==> src/shared/sdc_pkg.sv <==
// package of constants and types for the stall detection control block
package sdc_pkg;
    localparam int SDC_CLK_MHZ = 125;
    localparam int SDC_THR_W = 4;
    localparam int SDC_SEL_W = 3;
    localparam int SDC_POS_W = 16;
    localparam logic [3:0] SDC_THR_DISABLED = 4'h0;
    localparam logic [3:0] SDC_ABS_RST = 4'h0;
    localparam logic [3:0] SDC_DEL_RST = 4'h0;
    // sample delays in microseconds, codes 0 to 7
    localparam int SDC_DLY_US0 = 87;
    localparam int SDC_DLY_US1 = 130;
    localparam int SDC_DLY_US2 = 174;
    localparam int SDC_DLY_US3 = 217;
    localparam int SDC_DLY_US4 = 261;
    localparam int SDC_DLY_US5 = 304;
    localparam int SDC_DLY_US6 = 348;
    localparam int SDC_DLY_US7 = 391;
    localparam int SDC_DLY_W = 16;
    // least delays: whole microseconds give exact cycle counts
    localparam logic [15:0] SDC_DLY_CYC0 = 16'(SDC_DLY_US0 * SDC_CLK_MHZ);
    localparam logic [15:0] SDC_DLY_CYC1 = 16'(SDC_DLY_US1 * SDC_CLK_MHZ);
    localparam logic [15:0] SDC_DLY_CYC2 = 16'(SDC_DLY_US2 * SDC_CLK_MHZ);
    localparam logic [15:0] SDC_DLY_CYC3 = 16'(SDC_DLY_US3 * SDC_CLK_MHZ);
    localparam logic [15:0] SDC_DLY_CYC4 = 16'(SDC_DLY_US4 * SDC_CLK_MHZ);
    localparam logic [15:0] SDC_DLY_CYC5 = 16'(SDC_DLY_US5 * SDC_CLK_MHZ);
    localparam logic [15:0] SDC_DLY_CYC6 = 16'(SDC_DLY_US6 * SDC_CLK_MHZ);
    localparam logic [15:0] SDC_DLY_CYC7 = 16'(SDC_DLY_US7 * SDC_CLK_MHZ);
    // motion phase states
    typedef enum logic [3:0] {
        SDC_IDLE = 4'b0001,
        SDC_RAMP = 4'b0010,
        SDC_WAIT = 4'b0100,
        SDC_ARMED = 4'b1000
    } sdc_phase_t;
    // sample timer states
    typedef enum logic [1:0] {
        SDC_T_IDLE = 2'b01,
        SDC_T_RUN = 2'b10
    } sdc_timer_t;
endpackage

==> src/core/sdc_stall_ctrl.sv <==
// stall detection control: thresholds, sample timing, arming, flags
`timescale 1ns/1ps
`default_nettype none
module sdc_stall_ctrl
    import sdc_pkg::*;
#(
    parameter int POS_W = SDC_POS_W
) (
    input wire logic sys_clk,
    input wire logic rst,
    input wire logic [3:0] nv_absolute_level_setting,
    input wire logic [3:0] nv_delta_level_setting,
    input wire logic set_detection_params_cmd,
    input wire logic program_nonvolatile_cmd,
    input wire logic [3:0] cmd_absolute_level_setting,
    input wire logic [3:0] cmd_delta_level_setting,
    input wire logic [2:0] cmd_sample_delay_select,
    input wire logic [2:0] cmd_activation_delay_steps,
    input wire logic cmd_full_duty_detect_enable,
    output logic nv_write_strobe,
    output logic [3:0] nv_write_absolute,
    output logic [3:0] nv_write_delta,
    input wire logic full_status_request,
    input wire logic short_status_request,
    input wire logic qualification_mode_cmd,
    input wire logic zero_cross_pin,
    input wire logic ramp_active_pin,
    input wire logic at_max_velocity_pin,
    input wire logic full_step_pin,
    input wire logic full_duty_pin,
    input wire logic positioning,
    input wire logic cmp_delta_low_pin,
    input wire logic cmp_delta_high_pin,
    input wire logic cmp_absolute_low_pin,
    input wire logic [POS_W-1:0] internal_position,
    input wire logic switch_input_pin,
    output logic [3:0] absolute_level_setting,
    output logic [3:0] delta_level_setting,
    output logic detection_enabled,
    output logic sample_strobe,
    output logic hard_stop,
    output logic [POS_W-1:0] current_position,
    output logic status_step_loss,
    output logic status_stall,
    output logic status_absolute_low,
    output logic status_delta_low,
    output logic status_delta_high,
    output logic qualification_mode,
    output logic switch_pin_analog_en,
    output logic switch_state
);
    // two-flop synchronisers for analog-side pins
    localparam int NSYNC = 8;
    logic [NSYNC-1:0] async_in;
    logic [NSYNC-1:0] sync1_q;
    logic [NSYNC-1:0] sync2_q;
    assign async_in = {zero_cross_pin, ramp_active_pin, at_max_velocity_pin, full_step_pin,
                       full_duty_pin, cmp_delta_low_pin, cmp_delta_high_pin, cmp_absolute_low_pin};
    genvar gi;
    generate
        for (gi = 0; gi < NSYNC; gi = gi + 1) begin : g_sync
            always_ff @(posedge sys_clk) begin
                if (rst) begin
                    sync1_q[gi] <= 1'b0;
                    sync2_q[gi] <= 1'b0;
                end else begin
                    sync1_q[gi] <= async_in[gi];
                    sync2_q[gi] <= sync1_q[gi];
                end
            end
        end
    endgenerate
    logic zc_s, ramp_s, vmax_s, fstep_s, fduty_s, dlo_s, dhi_s, alo_s;
    assign {zc_s, ramp_s, vmax_s, fstep_s, fduty_s, dlo_s, dhi_s, alo_s} = sync2_q;
    logic sw_sync1_q, sw_sync2_q;
    always_ff @(posedge sys_clk) begin
        if (rst) begin
            sw_sync1_q <= 1'b0;
            sw_sync2_q <= 1'b0;
        end else begin
            sw_sync1_q <= switch_input_pin;
            sw_sync2_q <= sw_sync1_q;
        end
    end
    // edge detection on synchronised levels
    logic zc_prev_q, fstep_prev_q;
    wire zc_rise = zc_s & ~zc_prev_q;
    wire fstep_rise = fstep_s & ~fstep_prev_q;
    always_ff @(posedge sys_clk) begin
        if (rst) begin
            zc_prev_q <= 1'b0;
            fstep_prev_q <= 1'b0;
        end else begin
            zc_prev_q <= zc_s;
            fstep_prev_q <= fstep_s;
        end
    end
    // working settings; nonvolatile copy is caught one cycle after reset release
    logic [3:0] abs_q, del_q;
    logic [2:0] sel_q, act_q;
    logic fden_q, loaded_q;
    always_ff @(posedge sys_clk) begin
        if (rst) begin
            abs_q <= SDC_ABS_RST;
            del_q <= SDC_DEL_RST;
            sel_q <= 3'h0;
            act_q <= 3'h0;
            fden_q <= 1'b0;
            loaded_q <= 1'b0;
        end else if (!loaded_q) begin
            abs_q <= nv_absolute_level_setting;
            del_q <= nv_delta_level_setting;
            loaded_q <= 1'b1;
        end else if (set_detection_params_cmd) begin
            abs_q <= cmd_absolute_level_setting;
            del_q <= cmd_delta_level_setting;
            sel_q <= cmd_sample_delay_select;
            act_q <= cmd_activation_delay_steps;
            fden_q <= cmd_full_duty_detect_enable;
        end
    end
    assign absolute_level_setting = abs_q;
    assign delta_level_setting = del_q;
    logic nv_stb_q;
    logic [3:0] nv_abs_q, nv_del_q;
    always_ff @(posedge sys_clk) begin
        if (rst) begin
            nv_stb_q <= 1'b0;
            nv_abs_q <= 4'h0;
            nv_del_q <= 4'h0;
        end else begin
            nv_stb_q <= program_nonvolatile_cmd;
            if (program_nonvolatile_cmd) begin
                nv_abs_q <= cmd_absolute_level_setting;
                nv_del_q <= cmd_delta_level_setting;
            end
        end
    end
    assign nv_write_strobe = nv_stb_q;
    assign nv_write_absolute = nv_abs_q;
    assign nv_write_delta = nv_del_q;
    wire det_en = (abs_q != SDC_THR_DISABLED) || (del_q != SDC_THR_DISABLED);
    assign detection_enabled = det_en;
    logic [SDC_DLY_W-1:0] dly_cyc;
    always_comb begin
        case (sel_q)
            3'h0: dly_cyc = SDC_DLY_CYC0;
            3'h1: dly_cyc = SDC_DLY_CYC1;
            3'h2: dly_cyc = SDC_DLY_CYC2;
            3'h3: dly_cyc = SDC_DLY_CYC3;
            3'h4: dly_cyc = SDC_DLY_CYC4;
            3'h5: dly_cyc = SDC_DLY_CYC5;
            3'h6: dly_cyc = SDC_DLY_CYC6;
            default: dly_cyc = SDC_DLY_CYC7;
        endcase
    end
    sdc_timer_t tstate_q;
    logic [SDC_DLY_W-1:0] tcnt_q;
    logic samp_q;
    always_ff @(posedge sys_clk) begin
        if (rst) begin
            tstate_q <= SDC_T_IDLE;
            tcnt_q <= 16'h0000;
            samp_q <= 1'b0;
        end else begin
            samp_q <= 1'b0;
            case (tstate_q)
                SDC_T_IDLE: begin
                    if (zc_rise) begin
                        tcnt_q <= 16'h0001;
                        tstate_q <= SDC_T_RUN;
                    end
                end
                SDC_T_RUN: begin
                    if (tcnt_q >= dly_cyc) begin
                        samp_q <= 1'b1;
                        tstate_q <= SDC_T_IDLE;
                    end else begin
                        tcnt_q <= tcnt_q + 16'h0001;
                    end
                end
                default: tstate_q <= SDC_T_IDLE;
            endcase
        end
    end
    assign sample_strobe = samp_q;
    // arming after ramp plus full steps, at max velocity only
    sdc_phase_t phase_q;
    logic [2:0] steps_q;
    always_ff @(posedge sys_clk) begin
        if (rst) begin
            phase_q <= SDC_IDLE;
            steps_q <= 3'h0;
        end else begin
            case (phase_q)
                SDC_IDLE: begin
                    if (ramp_s) begin
                        phase_q <= SDC_RAMP;
                    end
                end
                SDC_RAMP: begin
                    if (!ramp_s && vmax_s) begin
                        steps_q <= 3'h0;
                        phase_q <= (act_q == 3'h0) ? SDC_ARMED : SDC_WAIT;
                    end else if (!ramp_s) begin
                        phase_q <= SDC_IDLE;
                    end
                end
                SDC_WAIT: begin
                    if (!vmax_s) begin
                        phase_q <= SDC_IDLE;
                    end else if (fstep_rise) begin
                        if (steps_q + 3'h1 == act_q) begin
                            phase_q <= SDC_ARMED;
                        end
                        steps_q <= steps_q + 3'h1;
                    end
                end
                SDC_ARMED: begin
                    if (!vmax_s) begin
                        phase_q <= ramp_s ? SDC_RAMP : SDC_IDLE;
                    end
                end
                default: phase_q <= SDC_IDLE;
            endcase
        end
    end
    wire duty_ok = ~fduty_s | fden_q;
    wire eval = det_en & (phase_q == SDC_ARMED) & vmax_s & duty_ok & samp_q;
    wire set_dlo = eval & (del_q != SDC_THR_DISABLED) & dlo_s;
    wire set_dhi = eval & (del_q != SDC_THR_DISABLED) & dhi_s;
    wire set_alo = eval & (abs_q != SDC_THR_DISABLED) & alo_s;
    wire stall_evt = set_dlo | set_dhi | set_alo;
    wire stop_evt = stall_evt & positioning;
    wire clr_all = full_status_request;
    wire clr_loss = full_status_request | short_status_request;
    logic dlo_q, dhi_q, alo_q, loss_q, hs_q;
    logic [POS_W-1:0] pos_q;
    // sticky flags, set wins over clear
    always_ff @(posedge sys_clk) begin
        if (rst) begin
            dlo_q <= 1'b0;
            dhi_q <= 1'b0;
            alo_q <= 1'b0;
            loss_q <= 1'b0;
        end else begin
            dlo_q <= set_dlo | (dlo_q & ~clr_all);
            dhi_q <= set_dhi | (dhi_q & ~clr_all);
            alo_q <= set_alo | (alo_q & ~clr_all);
            loss_q <= stop_evt | (loss_q & ~clr_loss);
        end
    end
    // position tracks internal counter every cycle, also on hard stop; hard stop is the stop event registered
    always_ff @(posedge sys_clk) begin
        if (rst) begin
            hs_q <= 1'b0;
            pos_q <= '0;
        end else begin
            hs_q <= stop_evt;
            pos_q <= internal_position;
        end
    end
    assign hard_stop = hs_q;
    assign current_position = pos_q;
    assign status_step_loss = loss_q;
    assign status_stall = dlo_q | dhi_q | alo_q;
    assign status_absolute_low = alo_q;
    assign status_delta_low = dlo_q;
    assign status_delta_high = dhi_q;
    // qualification mode latch, only reset leaves
    logic qual_q;
    always_ff @(posedge sys_clk) begin
        if (rst) begin
            qual_q <= 1'b0;
        end else if (qualification_mode_cmd) begin
            qual_q <= 1'b1;
        end
    end
    assign qualification_mode = qual_q;
    assign switch_pin_analog_en = qual_q;
    logic sw_q;
    always_ff @(posedge sys_clk) begin
        if (rst) begin
            sw_q <= 1'b0;
        end else if (!qual_q) begin
            sw_q <= sw_sync2_q;
        end
    end
    assign switch_state = sw_q;
endmodule
`default_nettype wire

==> config.mk <==
export PLATFORM = sky130hd
export DESIGN_NAME = sdc_stall_ctrl
export DESIGN_NICKNAME = d
export VERILOG_FILES = /design/src/shared/sdc_pkg.sv /design/src/core/sdc_stall_ctrl.sv
export SDC_FILE = /design/constraint.sdc
export NUM_CORES = 1
export LEC_CHECK = 0
export BUFFER_PORTS_ARGS = -buffer_cell sky130_fd_sc_hd__buf_4
export CAP_MARGIN = 30
export CORE_MARGIN = 2
export CORE_UTILIZATION = 30
export CTS_CLUSTER_DIAMETER = 120
export DETAILED_ROUTE_END_ITERATION = 6
export PLACE_DENSITY = 0.46
export SYNTH_ARGS = -nofsm -noshare
export SYNTH_HDL_FRONTEND = slang
export SYNTH_SLANG_ARGS = --single-unit
==> constraint.sdc <==
create_clock -name sys_clk -period 4.71 [get_ports sys_clk]
set_input_delay 0.471 -clock sys_clk [delete_from_list [all_inputs] [get_ports sys_clk]]
set_output_delay 0.471 -clock sys_clk [all_outputs]
set_load 0.05 [all_outputs]
Yosys cells after proc, flatten, opt, wreduce, memory -nomap -nowiden
Index checks and enable logic that the tools add are counted.
{ "totals": {"elab_cells": 144, "in_bits": 56, "output_inout_bits": 44, "ff_bits": 94} }
{ "classes": {"mux": 27, "bitwise": 32, "n_eq_ne": 25, "order_cmp": 1, "addsub": 2, "reduce_logical": 15} }
{ "op_table": {"columns": ["cell", "n"], "rows": [
  ["$pmux 16 s7", 1],
  ["$mux 4", 12],
  ["$mux 16", 2],
  ["$pmux 16 s2", 1],
  ["$ne 2x2->1 const B", 9],
  ["$add 16x1->16 const B", 1],
  ["$and 1x1->1", 16],
  ["$ge 16x16->1", 1],
  ["$pmux 4 s4", 1],
  ["$or 1x1->1", 10],
  ["$eq 3x3->1 const B", 3],
  ["$mux 3", 3],
  ["$ne 3x3->1 const B", 3],
  ["$reduce_bool 4->1", 2],
  ["$eq 3x2->1 const B", 2],
  ["$logic_not 3->1", 2],
  ["$mux 2", 3],
  ["$not 1->1", 6],
  ["$pmux 3 s2", 1],
  ["$reduce_and 5->1", 1],
  ["$eq 4x1->1 const B", 1],
  ["$eq 4x2->1 const B", 1],
  ["$eq 4x3->1 const B", 1],
  ["$eq 4x4->1 const B", 1],
  ["15 further kinds", 18]
]} }

Logic depth before layout (Yosys ltp)
Gate-level depths: netlist of run 1.
{ "depth": {"ltp_word": 12, "mapped_depth": 11, "mapped_depth_nobuf": 9} }

Worst setup path after synthesis of run 1
No wires, ideal clock.
{ "synth_path": {"kind": "register to register", "start": "register sel_q[1]", "end": "register tcnt_q[14]", "synth_period_minus_slack_ns": 2.729, "slack_ns": 1.981, "setup_time_ns": 0.074, "required_ns": 4.636, "arrival_time_ns": 2.655, "path_stages_with_launch": 12, "cell_sequence": "dfxtp_1 -> buf_1 -> nand2_1 -> o22ai_1 -> ha_1 -> and2_0 -> a221o_1 -> a2111o_1 -> a21oi_4 -> buf_6 -> a31oi_4 -> a31oi_2"} }
{ "synth_via": {"elab_chain_cells": 5} }
{ "synth_rtl": {"columns": ["element", "line", "text"], "rows": [
  ["start: declaration", "sdc_stall_ctrl.sv:100", "logic [2:0] sel_q, act_q;"],
  ["start signal: assignment", "sdc_stall_ctrl.sv:117", "sel_q <= cmd_sample_delay_select;"],
  ["$eq 3x3->1 (tied with other cells)", "sdc_stall_ctrl.sv:146", "case (sel_q)"],
  ["$pmux 16 s7 *", "sdc_stall_ctrl.sv:146", null],
  ["$ge 16x16->1 *", "sdc_stall_ctrl.sv:175", "if (tcnt_q >= dly_cyc) begin"],
  ["$ne 2x2->1 (no line) *", null, null],
  ["$reduce_and 3->1 (no line) *", null, null],
  ["end signal: assignment", "sdc_stall_ctrl.sv:179", "tcnt_q <= tcnt_q + 16'h0001;"],
  ["end: declaration", "sdc_stall_ctrl.sv:158", "logic [SDC_DLY_W-1:0] tcnt_q;"]
]} }
Every way passes the cells marked *; elsewhere a longest branch is shown, timed or not.
A chain may end at the register's enable or synchronous reset.

Worst setup path in the final report of run 1
{ "layout_path": {"start": "register sel_q[1]", "end": "register tcnt_q[6]"} }
Same word-level chain as after synthesis.

==> flow_summary.yaml, run 1 <==
hold_path:
  hold_start: "qualification_mode_cmd"
  min_to: "qualification_mode"
  hp-class: "primary input to flop"
  hold_depth: 3
clock_tree:
  cts_made_buffers: 9
  insertion_delay_ns: 0.34
  clock_tree.buffer_depth: 2
  clock_tree.root_cell: "clkbuf_16"
  clk_pin_slew_ns: 0.07
  cts_tree: "built"
  clock_sinks: 94
  ctsResizeCount: 0
  htreeDepth: 3
  post_cts_buffers: 0
  cts_hold_buf: 0
synth:
  syn_inst: 424
  synth.avg_cell_area_um2: 9.36
  yosysWarnings: 0
  yosys_most_used_dff: "dfxtp_1"
  synth_edf_count: 0
  synth.area.top_cells: "dfxtp_1, nor2b_1, ha_1, mux2i_1, nor2_1"
  syn_area_um2: 3970
  async_reset_ff_share_pct: 0
  yosys.area.top_type: "dfxtp_1"
  synth_top_cell_area_share_pct: 47.4
  syn-num-nets: 496
  synth_cell_types: 56
  ys_seq_area_share_pct: 47.4
  ys_ff_latch: 94
setup_path:
  arrival_ns: 3.41
  critical_path_class: "flop to flop"
  critPathLaunchType: "flop"
  path_max_fanout: 13
  r2r_slack_ns: 1.50
  cp.required_ns: 4.91
  crit_path_end_kind: "flop"
  reg2reg_depth: 9
  reg2reg_to: "tcnt_q[6]"
  r2r_start: "sel_q[1]"
drt:
  antenna_left: 0
  drt_wl_total_um: 9900
  vias_per_cell: 4.77
  route.detailed.drc: 0
  vias: 3310
  drt-wirelength-per-cell_um: 14.3
  dr.first_iter.drc_count: 171
  first_pass_iters: 4
floorplanning:
  die_area_um2: 14200
  rows: 42
  start_util_pct: 30.3
  core_um2: 13100
  dieWidth_um: 119
  die_h_um: 119
  ios: 100
global_route:
  overflow: 0
  grt_max_degree: 77
  grt_pass1_vias: 3159
  grt_pass1_wl_um: 16100
  gr-usage-met1_pct: 18.5
  grt_usage_pct: 14.4
  grt_use_met3_pct: 3.59
  use_met2_pct: 22.9
  top_usage_layer: "met2"
  antenna_found_initial: 0
sta:
  rsz0062_at_grt: "false"
  worst_slew_pin_slew_ns: 0.807
  period_share_pct: 68.2
  maxSlewHeadroom_pct: 46.1
  period_needed_ns: 3.21
  holdWs_ns: 0.326
  hold_violations: 0
  max_freq_mhz: 311
  final-setup-viol-count: 0
  final_max_slew_viol_count: 0
  fin_tns_setup_ns: 0
  finalClockSkew_ns: 0.00387
cells_and_area:
  nNetsFinal: 585
  final_common_cell: "buf_4"
  layout_common_cells: "buf_4, dfxtp_1, nor2_1"
  drive_above_1_share_pct: 24.1
  areaGrowthSynthToFinish_pct: 29.3
  fin_cells: 694
  diodes: 0
  fill_cells: 1346
placement:
  port_buffers: 99
  post-dp-hpwl_um: 7150
  gp_congestion: 0.763
  placed_cells: 678
power:
  ir_worst_vdd_v: 0.000206
  p_per_area_nw_per_um2: 356
  p_leak_uw: 0.00220
run:
  drv_cap: 0
status:
  status: "finished, final reports clean"
==> power by group <==
group / switching, µW / leakage, µW / internal [µW]
clock network: 323 / 0.000139 / 415
logic: 136 / 0.00129 / 95.4
registers: 27.1 / 0.000772 / 828
==> logic make-up (layout without fill, tap and decap cells) <==
logic type | count (synthesis) | in the layout | synth area share (%)
and+or+nand+nor | 161 | 161 | 20.5
DFF | 94 | 94 | 47.4
AOI/OAI and AO/OA | 91 | 91 | 16.4
buffers and inverters | 33 | 127 | 3.59
adders and majority gates | 16 | 16 | 5.05
muxes | 18 | 18 | 4.57
xor gates and xnor gates | 11 | 11 | 2.43
==> per-layer routing <==
layer	vias to the layer above	part of all wire (%)
li1	1685	-
met1	1530	46
met2	85	47
met3	10	5.5
met4	0	2.0
met5	-	0
==> cells in the mapped netlist, types with 5 or more instances <==
library cell  count
o21ai_0           9
nand2_1          29
xor2_1            5
a211oi_1         10
a31oi_1           9
nor2_1           43
a21oi_1          24
a41oi_1           6
nor2b_1          41
clkbuf_1         14
ha_1             16
dfxtp_1          94
nand3_1          20
xnor2_1           6
mux2i_1          17
inv_1            12
==> sequential cells by signal, indices dropped and copies added, names as in the netlist, 2 cells and up <==
register	cells
nv_write_delta	4
act_q	3
nv_write_absolute	4
delta_level_setting	4
phase_q	4
tstate_q	2
sync1_q	8
tcnt_q	16
absolute_level_setting	4
sel_q	3
current_position	16
steps_q	3
==> worst max path at each step <==
| stage | from | endpoint | slack [ns] |
|---|---|---|---|
| floorplan | sel_q[1] | tcnt_q[14] | 1.98 |
| global placement | sel_q[1] | tcnt_q[8] | 1.71 |
| detailed placement | sel_q[1] | tcnt_q[6] | 1.58 |
| CTS | sel_q[1] | tcnt_q[6] | 1.54 |
| global route | sel_q[1] | tcnt_q[6] | 1.19 |
| finish | sel_q[1] | tcnt_q[6] | 1.50 |
==> area by class of cell <==
type,count,area [µm²],area share [%]
clock buffers,10,229,4.46
multi-input cells,297,1940,37.9
flip-flops and latches,94,1880,36.7
inverters,12,45.0,0.878
repair buffers,99,743,14.5
clock inverters,6,67.6,1.32
well taps,176,220,4.29
==> critical path: stages, from the launching register on <==
cell	delay, ns
dfxtp_1	0.59
xor2_1	0.26
o22ai_1	0.15
ha_1	0.30
and2_0	0.17
a221o_1	0.33
a2111oi_0	0.41
o21ai_1	0.19
nand2_1	0.47
a31oi_1	0.18
==> stage by stage <==
step / worst slack (ns) / total power [µW] / utilization (%) / instance area, µm²
final: 1.50 / 1820 / 39.2 / 5130
after global routing: 1.19 / 1910 / 39.2 / 5130
after CTS: 1.54 / 1850 / 39.2 / 5130
after detailed placement: 1.58 / 1110 / 36.9 / 4830
after global placement: 1.71 / 1110 / 36.9 / 4830
after floorplan: 1.98 / 1020 / - / 3970
(Power assumes the default switching activity.)
==> inputs of run 2 (changes only) <==
--- a/config.mk
+++ b/config.mk
@@ -5,13 +5,14 @@
 export SDC_FILE = /design/constraint.sdc
 export NUM_CORES = 1
 export LEC_CHECK = 0
+export ABC_AREA = 1
 export BUFFER_PORTS_ARGS = -buffer_cell sky130_fd_sc_hd__buf_4
 export CAP_MARGIN = 30
 export CORE_MARGIN = 2
 export CORE_UTILIZATION = 30
 export CTS_CLUSTER_DIAMETER = 120
 export DETAILED_ROUTE_END_ITERATION = 6
-export PLACE_DENSITY = 0.46
+export PLACE_DENSITY = 0.47
 export SYNTH_ARGS = -nofsm -noshare
 export SYNTH_HDL_FRONTEND = slang
 export SYNTH_SLANG_ARGS = --single-unit
==> constraint.sdc (replaced) <==
create_clock -name sys_clk -period 2.6 [get_ports sys_clk]
set_input_delay 0.26 -clock sys_clk [delete_from_list [all_inputs] [get_ports sys_clk]]
set_output_delay 0.26 -clock sys_clk [all_outputs]
set_load 0.05 [all_outputs]
==> run 2 against run 1 <==
- utilization rose by 0.55 points
- final cell count rose by 28%
- first-iteration DRC count fell by 35%
- critical path depth rose by 8
- critical path type unchanged
- total power rose by 95%
- combinational power rose to 2.7 times the previous value
- count of clock-buffer cells in the layout fell by 1
==> flow_summary.yaml, run 2 <==
clock_tree:
  cts_made_buffers: 9
  cts_tree: "built"
  insertion_delay_ns: 0.35
  clock_tree.root_cell: "clkbuf_16"
  htreeDepth: 3
  clock_sinks: 94
  clk_pin_slew_ns: 0.07
  clock_tree.buffer_depth: 2
sta:
  finalClockSkew_ns: 0.00762
  hold_violations: 0
  final-setup-viol-count: 0
  period_needed_ns: 2.30
  final_max_slew_viol_count: 0
  max_freq_mhz: 435
  holdWs_ns: 0.102
  maxSlewHeadroom_pct: 57.5
  worst_slew_pin_slew_ns: 0.634
  fin_tns_setup_ns: 0
  period_share_pct: 88.4
  rsz0062_at_grt: "false"
synth:
  synth_most_common_cell: "nand2_1"
  syn_area_um2: 4250
  ys_ff_latch: 94
  synth_edf_count: 0
  synth.avg_cell_area_um2: 7.07
  yosys_most_used_dff: "dfxtp_1"
  yosys.area.top_type: "dfxtp_1"
  syn_inst: 602
  yosysWarnings: 0
  synth_top_cell_area_share_pct: 44.2
  async_reset_ff_share_pct: 0
  ys_top_cells_by_count: "nand2_1, nor2_1, inv_1"
  synth_cell_types: 34
  syn-num-nets: 674
  synth.area.top_cells: "dfxtp_1, nand2_1, nor2_1, inv_1, ha_1"
  ys_seq_area_share_pct: 44.2
setup_path:
  critPathMaxStageDelay_ns: 0.39
  cp.required_ns: 2.89
  critical_path_class: "flop to flop"
  crit_end: "tcnt_q[7]"
  r2r_slack_ns: 0.30
  cpMostUsedCell: "nand2_1"
  path_max_fanout: 11
  critPathLaunchType: "flop"
  r2r_start: "sel_q[2]"
  crit_slowest_cell: "dfxtp_4"
  crit_path_end_kind: "flop"
  critPathLaunch: "sel_q[2]"
  reg2reg_depth: 17
  crit_chain: "inv_1, nor2_1, nand2_1, and3_1, ha_1, nand2_1, nor2_1, nand2_1, nand2_1, nor2_1, nand2_1, nand2_2, nand3_4, nand2_8, nor2_4, nand2_1, nand2_1"
  reg2reg_to: "tcnt_q[7]"
  arrival_ns: 2.59
cells_and_area:
  utilization_pct: 39.8
  layout_common_cells: "nand2_1, buf_4, nor2_1"
  nNetsFinal: 774
  drive_above_1_share_pct: 19.4
  diodes: 0
  areaGrowthSynthToFinish_pct: 29.7
  fin_cells: 887
  final_common_cell: "nand2_1"
power:
  p_switching_uw: 1040
  p_leak_uw: 0.00267
  ir_worst_vdd_v: 0.000363
  p_seq_share_pct: 44.1
  p_clk_share_pct: 38.4
  internal_power_uw: 2510
  pwr-share-comb_pct: 17.5
  p_per_area_nw_per_um2: 644
  p_sw_share_pct: 29.4
placement:
  port_buffers: 99
  placed_cells: 867
  gp_congestion: 0.816
  post-dp-hpwl_um: 7790
drt:
  vias_per_cell: 4.44
  first_pass_iters: 4
  drt-met1-wl_um: 4790
  antenna_left: 0
  drt_wl_total_um: 10400
  wl_met2_um: 4910
  top_layer: "met4"
  vias: 3942
  wl_met3_um: 481
  drt-wirelength-per-cell_um: 11.7
  dr.first_iter.drc_count: 112
  route.detailed.drc: 0
floorplanning:
  core_um2: 13900
  ios: 100
  start_util_pct: 30.6
  dieWidth_um: 123
  die_h_um: 123
  die_area_um2: 15100
  rows: 43
run:
  drv_cap: 0
global_route:
  overflow: 0
  antenna_found_initial: 0
  grt_max_degree: 55
  grt_pass1_wl_um: 17600
  grt_pass1_vias: 3818
  grt_usage_pct: 14.9
status:
  status: "finished, final reports clean"
hold_path:
  hold_depth: 3
  hp-class: "primary input to flop"
run 2: worst min path at each step:
stage / from / endpoint / slack, ns
after global routing: internal_position[5] / current_position[5] / 0.10
after detailed placement: sync1_q[4] / fstep_s / 0.39
after global placement: sync1_q[5] / vmax_s / 0.39
final: full_duty_pin / sync1_q[3] / 0.10
after floorplan: internal_position[0] / current_position[0] / 0.37
after CTS: internal_position[12] / current_position[12] / 0.08
run 2: metrics by stage:
stage | setup WS (ns) | total power (µW) | instance area [µm²]
after floorplan | 0.328 | 2020 | 4250
after global placement | 0.155 | 2210 | 5140
after detailed placement | 0.111 | 2220 | 5140
after CTS | 0.104 | 3610 | 5450
after global routing | 0.0238 | 3760 | 5520
final | 0.301 | 3550 | 5520
run 2: logic make-up (layout without fill, tap and decap cells):
family | after synthesis | count (layout) | share of synthesized area [%]
fa+ha+maj | 16 | 16 | 4.71
flops | 94 | 94 | 44.2
simple gates | 294 | 295 | 29.1
buf+inv | 118 | 222 | 11.4
xor+xnor | 8 | 8 | 1.65
compound gates | 72 | 72 | 8.91
run 2: area by class of cell:
class / count / area [µm²]
Sequential cell: 94 / 1890
Inverter: 100 / 375
Tap cell: 180 / 225
Multi-Input combinational cell: 391 / 1920
Fill cell: 1507 / 8360
Clock inverter: 7 / 81.3
Clock buffer: 9 / 225
Timing Repair Buffer: 106 / 800
run 2: worst max-delay path: cells and delay by family (launching register included):
family	cells	cell delay [ns]
simple gates	15	1.47
flops	1	0.39
fa+ha+maj	1	0.29
buf+inv	1	0.07
run 2: power by group through the flow:
stage | Sequential [µW] | Combinational, µW | Clock (µW)
4_1_cts | 1570 | 621 | 1420
3_5_place_dp | 1600 | 620 | 0
2_1_floorplan | 1700 | 317 | 0
3_3_place_gp | 1600 | 607 | 0
6_report | 1570 | 622 | 1360
5_1_grt | 1580 | 709 | 1480
run 2: what timing repair did:
item	in CTS	in global routing
setup endpoints to repair	0	19
hold buffers	0	0
setup buffers	0	3
gates resized for setup	0	11
run 2: per-layer routing:
metal  up-vias  global-route usage (%)
met5         -                       0
li1       2078                       -
met1      1775                    18.0
met4         0                    6.53
met3        17                    4.11
met2        72                    24.9
